<file path="src/core/regulator_control_map.svh">
// Register offsets, field positions, reset values and settle counts of the regulator block.
// Included by regulator_settle and regulator_control; holds definitions only.
`ifndef REGULATOR_CONTROL_MAP_SVH
`define REGULATOR_CONTROL_MAP_SVH
`define TRX_CTRL_TWO_OFFSET 12'h00C
`define REG_CTRL_OFFSET 12'h010
`define STATE_CTRL_OFFSET 12'h020
`define TRX_CTRL_TWO_RESET 8'h24
`define REG_CTRL_RESET 8'h00
`define STATE_CTRL_RESET 8'h00
`define ANA_EXT_BIT 7
`define ANA_GOOD_BIT 6
`define DIG_EXT_BIT 3
`define DIG_GOOD_BIT 2
`define KEEP_ANA_BIT 6
`define STATE_OFF_BIT 0
`define STATE_SLEEP_BIT 1
`define SETTLE_TIME_NS 2000
`define SETTLE_CYCLES ((`SETTLE_TIME_NS + 39) / 40)
`endif

</file>
<file path="src/core/regulator_control_pkg.sv">
// Types shared by the regulator control block.
// Assumes regulator_control_map.svh is on the include path.
package regulator_control_pkg;
  typedef struct packed {
    logic analog_regulator_en;
    logic digital_regulator_en;
  } regulator_enable_t;
  typedef struct packed {
    logic analog_supply_good;
    logic digital_supply_good;
  } supply_good_t;
  typedef enum logic [2:0] {
    SETTLE_OFF = 3'b001,
    SETTLE_WAIT = 3'b010,
    SETTLE_GOOD = 3'b100
  } settle_state_t;
endpackage

</file>
<file path="src/core/regulator_settle.sv">
// One regulator's settle tracker: counts a settle time after enable.
// Assumes enable comes from logic on the same clock.
`timescale 1ns/100ps
`include "regulator_control_map.svh"
module regulator_settle (
  // Clock and reset.
  input wire logic clk,
  input wire logic arst_n,
  // Enable and result.
  input wire logic enable,
  output logic settled
);
  import regulator_control_pkg::*;
  localparam int unsigned CNT_W = 12;
  localparam logic [CNT_W-1:0] SETTLE_MAX = CNT_W'(`SETTLE_CYCLES - 1);
  settle_state_t state_q;
  logic [CNT_W-1:0] count_q;
  always_ff @(posedge clk or negedge arst_n) begin
    if (!arst_n) begin
      state_q <= SETTLE_OFF;
    end else if (!enable) begin
      state_q <= SETTLE_OFF;
    end else begin
      case (state_q)
        SETTLE_OFF: state_q <= SETTLE_WAIT;
        SETTLE_WAIT: begin
          if (count_q == SETTLE_MAX) begin
            state_q <= SETTLE_GOOD;
          end
        end
        SETTLE_GOOD: state_q <= SETTLE_GOOD;
        default: state_q <= SETTLE_OFF;
      endcase
    end
  end
  always_ff @(posedge clk or negedge arst_n) begin
    if (!arst_n) begin
      count_q <= '0;
    end else if (state_q != SETTLE_WAIT) begin
      count_q <= '0;
    end else begin
      count_q <= count_q + CNT_W'(1);
    end
  end
  // A disabled or unsettled regulator reads as not good.
  assign settled = (state_q == SETTLE_GOOD);
endmodule // regulator_settle

</file>
<file path="src/core/apb_reg_slave.sv">
// Zero-wait APB slave front end: decodes a transfer into strobes.
// Assumes an APB master on clk; pready is driven by the parent, high for one cycle after setup.
`timescale 1ns/100ps
module apb_reg_slave (
  // APB.
  input wire logic psel,
  input wire logic penable,
  input wire logic pwrite,
  input wire logic [11:0] paddr,
  // Decoded strobes.
  output logic wr_stb,
  output logic rd_stb,
  output logic [11:0] addr
);
  assign wr_stb = psel && penable && pwrite;
  assign rd_stb = psel && penable && !pwrite;
  assign addr = {paddr[11:2], 2'b00};
endmodule // apb_reg_slave

</file>
<file path="src/core/regulator_control.sv">
// Regulator control and status registers with settle tracking.
// Assumes an APB master on clk, which also writes the transceiver state register at 0x20.
// Operation
// - Regulator control register lives at offset 0x10, read and write.
// - Analog external select set turns the internal analog regulator off.
// - Digital external select set turns the internal digital regulator off.
// - Analog good flag reads one once the analog supply has settled.
// - Digital good flag reads one once the digital supply has settled.
// - A zero good flag means disabled or not yet settled.
// - External select forces that domain's good flag to one.
// - Digital good resets zero, yet practical reads return one.
// - Keep bit in control register 0x0C holds analog regulator on when off.
// - Configuration registers keep their contents through sleep.
`timescale 1ns/100ps
`include "regulator_control_map.svh"
module regulator_control (
  // Clock and reset.
  input wire logic clk,
  input wire logic arst_n,
  // APB slave.
  input wire logic psel,
  input wire logic penable,
  input wire logic pwrite,
  input wire logic [11:0] paddr,
  input wire logic [31:0] pwdata,
  output logic [31:0] prdata,
  output logic pready,
  output logic pslverr,
  // Regulator controls and status.
  output regulator_control_pkg::regulator_enable_t reg_enable,
  output regulator_control_pkg::supply_good_t supply_good
);
  import regulator_control_pkg::*;
  ////////////////////////////////////////////////////////////////////////////
  logic wr_stb;
  logic rd_stb;
  logic [11:0] addr;
  logic [7:0] trx_ctrl_two_q;
  logic [7:0] reg_ctrl_q;
  logic [7:0] state_ctrl_q;
  logic ana_en_d;
  logic dig_en_d;
  logic ana_settled;
  logic dig_settled;
  logic ana_good;
  logic dig_good;
  logic [7:0] rd_byte;
  logic hit;
  apb_reg_slave u_apb (
    .psel(psel),
    .penable(penable),
    .pwrite(pwrite),
    .paddr(paddr),
    .wr_stb(wr_stb),
    .rd_stb(rd_stb),
    .addr(addr)
  );
  ////////////////////////////////////////////////////////////////////////////
  // Registers have no sleep-driven clear, so contents survive sleep.
  always_ff @(posedge clk or negedge arst_n) begin
    if (!arst_n) begin
      trx_ctrl_two_q <= `TRX_CTRL_TWO_RESET;
    end else if (wr_stb && addr == `TRX_CTRL_TWO_OFFSET) begin
      trx_ctrl_two_q <= pwdata[7:0];
    end
  end
  always_ff @(posedge clk or negedge arst_n) begin
    if (!arst_n) begin
      reg_ctrl_q <= `REG_CTRL_RESET;
    end else if (wr_stb && addr == `REG_CTRL_OFFSET) begin
      reg_ctrl_q <= pwdata[7:0];
      reg_ctrl_q[`ANA_GOOD_BIT] <= 1'b0;
      reg_ctrl_q[`DIG_GOOD_BIT] <= 1'b0;
    end
  end
  // Software-visible transceiver state: bit 0 off state, bit 1 sleep.
  always_ff @(posedge clk or negedge arst_n) begin
    if (!arst_n) begin
      state_ctrl_q <= `STATE_CTRL_RESET;
    end else if (wr_stb && addr == `STATE_CTRL_OFFSET) begin
      state_ctrl_q <= {6'h00, pwdata[1:0]};
    end
  end
  ////////////////////////////////////////////////////////////////////////////
  // The main regulators drop out in sleep; a low-power one keeps the registers.
  always_comb begin
    ana_en_d = !reg_ctrl_q[`ANA_EXT_BIT];
    if (state_ctrl_q[`STATE_OFF_BIT] && !trx_ctrl_two_q[`KEEP_ANA_BIT]) begin
      ana_en_d = 1'b0;
    end
    if (state_ctrl_q[`STATE_SLEEP_BIT]) begin
      ana_en_d = 1'b0;
    end
    dig_en_d = !reg_ctrl_q[`DIG_EXT_BIT] && !state_ctrl_q[`STATE_SLEEP_BIT];
  end
  always_ff @(posedge clk or negedge arst_n) begin
    if (!arst_n) begin
      reg_enable <= '0;
    end else begin
      reg_enable.analog_regulator_en <= ana_en_d;
      reg_enable.digital_regulator_en <= dig_en_d;
    end
  end
  regulator_settle u_ana (
    .clk(clk),
    .arst_n(arst_n),
    .enable(reg_enable.analog_regulator_en),
    .settled(ana_settled)
  );
  regulator_settle u_dig (
    .clk(clk),
    .arst_n(arst_n),
    .enable(reg_enable.digital_regulator_en),
    .settled(dig_settled)
  );
  assign ana_good = ana_settled || reg_ctrl_q[`ANA_EXT_BIT];
  assign dig_good = dig_settled || reg_ctrl_q[`DIG_EXT_BIT];
  // The digital flag starts at zero and rises once settled; reads in use see one.
  always_ff @(posedge clk or negedge arst_n) begin
    if (!arst_n) begin
      supply_good <= '0;
    end else begin
      supply_good.analog_supply_good <= ana_good;
      supply_good.digital_supply_good <= dig_good;
    end
  end
  ////////////////////////////////////////////////////////////////////////////
  always_comb begin
    rd_byte = 8'h00;
    hit = 1'b1;
    case (addr)
      `TRX_CTRL_TWO_OFFSET: rd_byte = trx_ctrl_two_q;
      `REG_CTRL_OFFSET: begin
        rd_byte = reg_ctrl_q;
        rd_byte[`ANA_GOOD_BIT] = supply_good.analog_supply_good;
        rd_byte[`DIG_GOOD_BIT] = supply_good.digital_supply_good;
      end
      `STATE_CTRL_OFFSET: rd_byte = state_ctrl_q;
      default: hit = 1'b0;
    endcase
  end
  // Read data is registered at the setup-phase edge, so it appears in the access phase with pready.
  always_ff @(posedge clk or negedge arst_n) begin
    if (!arst_n) begin
      prdata <= 32'h0000_0000;
      pslverr <= 1'b0;
      pready <= 1'b0;
    end else begin
      pready <= psel && !penable;
      pslverr <= psel && !penable && !hit;
      if (psel && !penable && !pwrite) begin
        prdata <= {24'h00_0000, rd_byte};
      end
    end
  end
endmodule // regulator_control

</file>
<file path="config.mk">
export PLATFORM = sky130hd
export DESIGN_NAME = regulator_control
export DESIGN_NICKNAME = d
export VERILOG_FILES = /design/src/core/regulator_control_pkg.sv /design/src/core/regulator_settle.sv /design/src/core/apb_reg_slave.sv /design/src/core/regulator_control.sv
export VERILOG_INCLUDE_DIRS = /design/src /design/src/core
export SDC_FILE = /design/constraint.sdc
export NUM_CORES = 1
export LEC_CHECK = 0
export BUFFER_PORTS_ARGS = -buffer_cell sky130_fd_sc_hd__buf_2
export CORE_UTILIZATION = 40
export CTS_CLUSTER_SIZE = 28
export DETAILED_ROUTE_END_ITERATION = 10
export PLACE_DENSITY_LB_ADDON = 0.1
export SLEW_MARGIN = 15
export SYNTH_ARGS = -nofsm -noshare
export SYNTH_HDL_FRONTEND = slang
export SYNTH_HIERARCHICAL = 1
export SYNTH_SLANG_ARGS = --single-unit
</file>
<file path="constraint.sdc">
create_clock -name clk -period 3.3 [get_ports clk]
set_input_delay 0.33 -clock clk [delete_from_list [all_inputs] [get_ports clk]]
set_output_delay 0.33 -clock clk [all_outputs]
set_load 0.005 [all_outputs]
</file>
==> summary.txt, run 1 <==
Power
  • Combinational power share: between 10% and 20%
  • Reg power frac: 44.8%
  • Power Internal: 0.00142 W
  • Power Dens Cells: ~550 nW/µm²
  • Clock network fraction of design power: 42.8%
  • Psw: between 0.0004 and 0.0005 W
  • Switching power share of the total: 25.4%
  • Peak VDD IR: just under 0.0003 V
  • P_leak: between 1.5 and 2 nW

Worst setup path
  • R2r endpoint: u_dig/count_q[8]
  • CP Cell Sequence: ha_1 -> nand3_2 -> or4_1 -> a21oi_1
  • Highest-delay cell along the critical path: or4_1
  • Worst reg2reg path depth: 4
  • Crit-path max cell delay: 0.51 ns
  • Worst reg-to-reg setup slack: 1.75 ns
  • CP required: approximately 3.6 ns
  • Critical path class: register to register
  • Critical path peak fanout: 7
  • Crit path DAT: 1.81 ns
  • FF-to-FF Start: u_dig/count_q[0]
  • Crit. End Element: register
  • Crit start category: register

STA
  • RSZ-0062 raised after global routing: no
  • Max Freq: 643 MHz
  • Crit share post-route: between 40% and 50%
  • Final Max Slew Viols: 0
  • Fin. Hold Viols: 0
  • Fin Hold WS: around 0.13 ns
  • Crit path time final: ~1.6 ns
  • Final WS setup: 1.75 ns
  • Setup Skew: 0.00468 ns
  • # setup viols final: 0
  • Worst-margin pin slew: 0.931 ns
  • Rel. slew slack: between 30% and 40%
  • Sum Neg Setup Slack: 0 ns

Layout
  • Final-layout fill cell count: 700
  • Multi-input logic area: 1390 µm²
  • # nets final: 357
  • Area delta synth->final: 11.5%
  • Seq. cell area: ~1500 µm²
  • Fraction of layout cells with a size suffix above 1: 29.4%
  • # diodes: 0

Clocking
  • TritonCTS Buffers: 9
  • Clk buf depth: 2
  • Setup bufs post-CTS: 0
  • Hold Buf Count CTS: 0
  • CTS tree: done
  • Clock slew at reported path FFs: 0.07 ns
  • TritonCTS Sinks: 60
  • CTS resizes: 0
  • H-Tree Depth: 3
  • Clock Latency Late Sink: 0.33 ns
  • Clk root buf: clkbuf_8

Drt
  • DRC: 0
  • WL final: 5490 µm
  • DRT iter0 DRCs: 73
  • DR vias: just over 2000
  • Pre-antenna DRT Iters: 5
  • Antenna viol nets, final: 0
  • WL/cell: around 13 µm
  • Via-to-Cell Ratio: around 5.0

Synthesis
  • Synth Cell Area: 3120 µm²
  • Synth Instances: 273
  • Yosys warns: 6
  • Syn_area_per_cell: 11.4 µm²

Placement
  • Gpl congestion: around 0.73
  • DP HPWL: 3840 µm
  • Worst slack, placed: 1.40 ns
  • Port bufs: 36

Floorplan
  • Io pins: 87
  • Core Footprint: 7410 µm²
  • Chip Width: 90.3 µm
  • Initial Utilization: between 40 and 50%
  • Die Ht: 90.3 µm
  • Die area: 8160 µm²
  • Row count: 31

Global routing
  • Vias in the first global route: 1872
  • Largest net degree at the start of global routing: 43
  • First-pass GRT wire length: 9140 µm
  • Total gr overflow: 0
  • GRT Util Overall: 14.2%
  • Initial antenna violation count: 0

Status
  • Status: finished clean

Min path
  • Hold Path Class: input pin to asynchronous set/reset pin

Job
  • Max cap viols: 0
==> worst max-delay path: cells and delay by family, from the launching register on <==
kind	cells	cell delay, ns
adder cells (fa/ha/maj)	1	0.23
AO/OA/AOI/OAI	1	0.15
flip-flops	1	0.43
AND/OR/NAND/NOR	2	0.68
==> cells in the final DEF (no fill, tap or decap), types with 2 or more instances in the layout <==
master,n
mux2_2,14
clkbuf_8,10
nand3_2,4
a31o_2,2
or2_2,2
nor4_4,2
xor2_1,2
or3_1,4
nand4_2,2
xnor2_1,6
conb_1,26
o21a_1,6
a222oi_1,2
ha_1,4
or3b_1,2
nor4bb_1,4
and4_1,2
nand4_4,2
nor3_1,4
nor2_1,11
nand2_1,12
buf_2,36
mux2_1,2
nor3b_1,4
a21oi_1,12
dfrtp_1,56
inv_1,7
or4_1,8
and2_1,3
nor4b_1,2
bufinv_16,3
o31ai_1,16
a22oi_1,6
o21ai_0,6
dfstp_2,4
nand3_1,6
nand4_1,3
==> routing by layer <==
| layer | wire (µm) | share of wire [%] | GRT usage, % | vias to the layer above |
|---|---|---|---|---|
| li1 | - | - | - | 1011 |
| met1 | 2740 | 50 | 19.7 | 966 |
| met2 | 2490 | 45 | 21.4 | 42 |
| met3 | 196 | 3.6 | 4.12 | 10 |
| met4 | 59 | 1.1 | 4.84 | 0 |
| met5 | 0 | 0 | 0 | - |
==> flip-flops by register name (all words and copies together) (netlist names) <==
| name | flops |
|---|---|
| reg_ctrl_q | 6 |
| prdata | 8 |
| state_ctrl_q | 2 |
| u_dig/state_q | 3 |
| pready | 1 |
| u_ana/count_q | 12 |
| reg_enable | 2 |
| pslverr | 1 |
| trx_ctrl_two_q | 8 |
| u_ana/state_q | 3 |
| supply_good | 2 |
| u_dig/count_q | 12 |
==> power groups by stage <==
stage          Sequential (W)  Clock, W  Combinational [W]
6_report             0.000852  0.000814           0.000234
5_1_grt              0.000861  0.000873           0.000274
4_1_cts              0.000853  0.000843           0.000243
3_5_place_dp         0.000866         0           0.000244
3_3_place_gp         0.000865         0           0.000241
2_1_floorplan        0.000856         0           0.000208
==> per-stage QoR <==
step	cells	cell area, µm²	utilization, %	total power [W]
2_1_floorplan	297	3210	-	0.00106
5_1_grt	408	3480	47.0	0.00201
4_1_cts	408	3480	47.0	0.00194
3_3_place_gp	392	3230	43.6	0.00111
3_5_place_dp	392	3230	43.6	0.00111
6_report	408	3480	47.0	0.00190
==> worst max path at each step <==
| stage | end | slack [ns] | startpoint | cells after the start |
|---|---|---|---|---|
| 4_1_cts | u_dig/count_q[8] | 1.74 | u_dig/count_q[0] | 4 |
| 2_1_floorplan | reg_ctrl_q[0] | 1.67 | paddr[5] | 4 |
| 3_3_place_gp | reg_ctrl_q[5] | 1.41 | paddr[5] | 4 |
| 5_1_grt | u_ana/count_q[10] | 1.62 | u_ana/count_q[0] | 4 |
| 6_report | u_dig/count_q[8] | 1.75 | u_dig/count_q[0] | 4 |
| 3_5_place_dp | reg_ctrl_q[7] | 1.40 | paddr[5] | 4 |
==> area by class of cell <==
class                           instances  share of cell area (%)
Clock buffer                           10                    3.95
Clock inverter                          6                    3.20
Inverter                                7                   0.755
Multi-Input combinational cell        189                    39.9
Sequential cell                        60                    43.3
Tap cell                               99                    3.56
Timing Repair Buffer                   37                    5.39
Note: power is estimated with default switching activity, not from simulation.
==> inputs of run 2 (changes only) <==
ABC_AREA = 1   (was default)
clock period = 1.6 ns   (was 3.3 ns; I/O delays follow)
==> run 2 against run 1 <==
Final area up 7.6%. Sequential cell count unchanged. Critical path depth up 2. Global-route usage up 2.0 points. Critical endpoint is now u_ana/count_q[10].
==> summary.txt, run 2 <==
Job
  • Max cap viols: 0 (unchanged)

STA
  • Crit path time final: 1.36 ns (-0.191 ns)
  • Sum Neg Setup Slack: 0 ns (unchanged)
  • RSZ-0062 raised after global routing: no
  • # setup viols final: 0 (unchanged)
  • Setup Skew: 0.00470 ns (+0.0000228 ns)
  • Final Max Slew Viols: 0 (unchanged)
  • Fin. Hold Viols: 0 (unchanged)
  • Max Freq: 733 MHz (+14%)
  • Crit share post-route: 85.2% (+38 points)
  • Fin Hold WS: 0.0160 ns (-0.115 ns)

Layout
  • Post-route design area: 3740 µm² (+7.6%)
  • Area delta synth->final: 11.0%
  • Top flop regs: u_ana/count_q x12, u_dig/count_q x12
  • Fraction of layout cells with a size suffix above 1: 21.9% (-7.5 points)
  • Seq. cell area: 1510 µm² (unchanged)
  • Final-layout fill cell count: 838 (+20%)
  • Multi-input logic area: 1480 µm² (+6.3%)
  • Commonest non-fill, non-tap cell in the layout: nand2_1
  • Most frequent cells in the layout: 105 x nand2_1, 56 x dfrtp_1, 48 x nor2_1
  • Final non-filler cell total: 566 (+39%)
  • # diodes: 0 (unchanged)
  • # nets final: 509 (+43%)

Worst setup path
  • FF-to-FF Start: u_ana/count_q[0]
  • Worst reg-to-reg setup slack: 0.24 ns (-1.51 ns)
  • Buf+Inv Stages, Crit Path: 0 (unchanged)
  • Critical path's top delay family: simple AND/OR/NAND/NOR gates
  • CP Cell Sequence: ha_1 -> nand3_1 -> nor2_1 -> nand3_1 -> nand2_1 -> nor2_1
  • R2r endpoint: u_ana/count_q[10]
  • Critical path peak fanout: 5 (-2)
  • Worst reg2reg path depth: 6 (+2)
  • Crit start category: register
  • Highest-delay cell along the critical path: dfrtp_1
  • Crit-path max cell delay: 0.41 ns (-0.10 ns)
  • Crit path DAT: 1.58 ns (-0.23 ns)
  • CP required: 1.82 ns (-1.74 ns)
  • Crit. End Element: register
  • Critical path class: register to register

Clocking
  • Clk buf depth: 2 (unchanged)
  • Hold Buf Count CTS: 1 (+1)
  • TritonCTS Sinks: 60 (unchanged)
  • CTS resizes: 0 (unchanged)
  • Setup bufs post-CTS: 0 (unchanged)
  • TritonCTS Buffers: 9 (unchanged)
  • CTS tree: done
  • Clock slew at reported path FFs: 0.06 ns (about the same)
  • Clock Latency Late Sink: 0.33 ns (about the same)
  • Clk root buf: clkbuf_8
  • H-Tree Depth: 3 (unchanged)

Drt
  • Pre-antenna DRT Iters: 4 (-1)
  • DRT iter0 DRCs: 137 (+88%)
  • DR vias: 2526 (+24%)
  • Antenna viol nets, final: 0 (unchanged)
  • WL/cell: 10.8 µm (-20%)
  • Via-to-Cell Ratio: 4.46 (-10%)
  • WL final: 6110 µm (+11%)
  • DRC: 0 (unchanged)

Power
  • Peak VDD IR: 0.000499 V (+67%)
  • Power Dens Cells: 1020 nW/µm² (+86%)
  • P_leak: 1.93 nW (+25%)

Floorplan
  • Row count: 33 (+6.5%)
  • Chip Width: 93.9 µm (+3.9%)
  • Initial Utilization: 41.3% (-0.84 points)
  • Io pins: 87 (unchanged)
  • Die Ht: 93.9 µm (+3.9%)
  • Core Footprint: 8180 µm² (+10%)
  • Die area: 8810 µm² (+8.0%)

Global routing
  • First-pass GRT wire length: 11000 µm (+21%)
  • Vias in the first global route: 2465 (+32%)
  • Total gr overflow: 0 (unchanged)
  • Largest net degree at the start of global routing: 61 (+42%)
  • GRT Util Overall: 16.2% (+2.0 points)
  • Initial antenna violation count: 0 (unchanged)

Min path
  • Worst Hold Launch: penable
  • Worst Hold Depth: 2
  • Hold-critical path endpoint: pready
  • Hold Path Class: input pin to register

Synthesis
  • Synth Instances: 419 (+53%)
  • Synth Cell Area: 3370 µm² (+8.1%)
  • Syn_area_per_cell: 8.05 µm² (-30%)
  • Yosys warns: 6 (unchanged)

Placement
  • Port bufs: 36 (unchanged)
  • Cell Area, Placed: 3520 µm² (+8.9%)
  • Placed Cells: 549 (+40%)
  • DP HPWL: 4450 µm (+16%)
  • Gpl congestion: 0.773 (+5.5%)

Status
  • Status: finished clean
-- run 2: cell types whose count changed in the layout (fill, tap and decap cells not counted), moves of 7 or more --
cell and delta:
o21ai_0 +8, inv_1 +39, nor2_4 +7, nand3_1 +26
nand2_1 +93, o31ai_1 -16, nor2_1 +37, o21ai_2 +15
or4_1 -8, mux2_2 -14
-- run 2: report_power, final --
| group | switching, W | internal [W] | leakage [nW] |
|---|---|---|---|
| registers | 0.0000755 | 0.00165 | 0.805 |
| clock network | 0.000578 | 0.000912 | 0.113 |
| logic | 0.000390 | 0.000204 | 1.01 |
| total | 0.00104 | 0.00276 | 1.93 |
-- run 2: area by class of cell --
cell class	count	share of cell area, %
clock buffers	11	3.78
inverters	48	4.88
flip-flops and latches	60	40.2
well taps	105	3.51
multi-input cells	296	39.4
repair buffers	41	6.21
clock inverters	5	2.00
-- run 2: how the worst max path moves through the flow --
stage,cells past startpoint,startpoint,end
floorplan,6,u_ana/count_q[0],u_ana/count_q[10]
detailed placement,6,u_ana/count_q[0],u_ana/count_q[10]
finish,6,u_ana/count_q[0],u_ana/count_q[10]
global placement,6,u_ana/count_q[0],u_ana/count_q[10]
CTS,6,u_ana/count_q[0],u_ana/count_q[10]
global route,6,u_ana/count_q[0],u_ana/count_q[10]
-- run 2: per-stage QoR --
step | total power [W] | setup slack [ns] | util [%]
final | 0.00381 | 0.237 | 45.8
after global routing | 0.00406 | 0.0516 | 45.8
after CTS | 0.00387 | 0.246 | 45.8
after detailed placement | 0.00236 | 0.249 | 43.0
after global placement | 0.00234 | 0.269 | 43.0
after floorplan | 0.00221 | 0.433 | -
-- run 2: per-layer routing --
metal	part of all wire, %	routed length, µm	global-route usage, %	up-vias
met1	47	2860	20.1	1124
met5	0	0	0	-
met4	2.0	122	6.41	0
met2	47	2900	26.6	58
met3	3.8	235	4.53	10
li1	-	-	-	1334
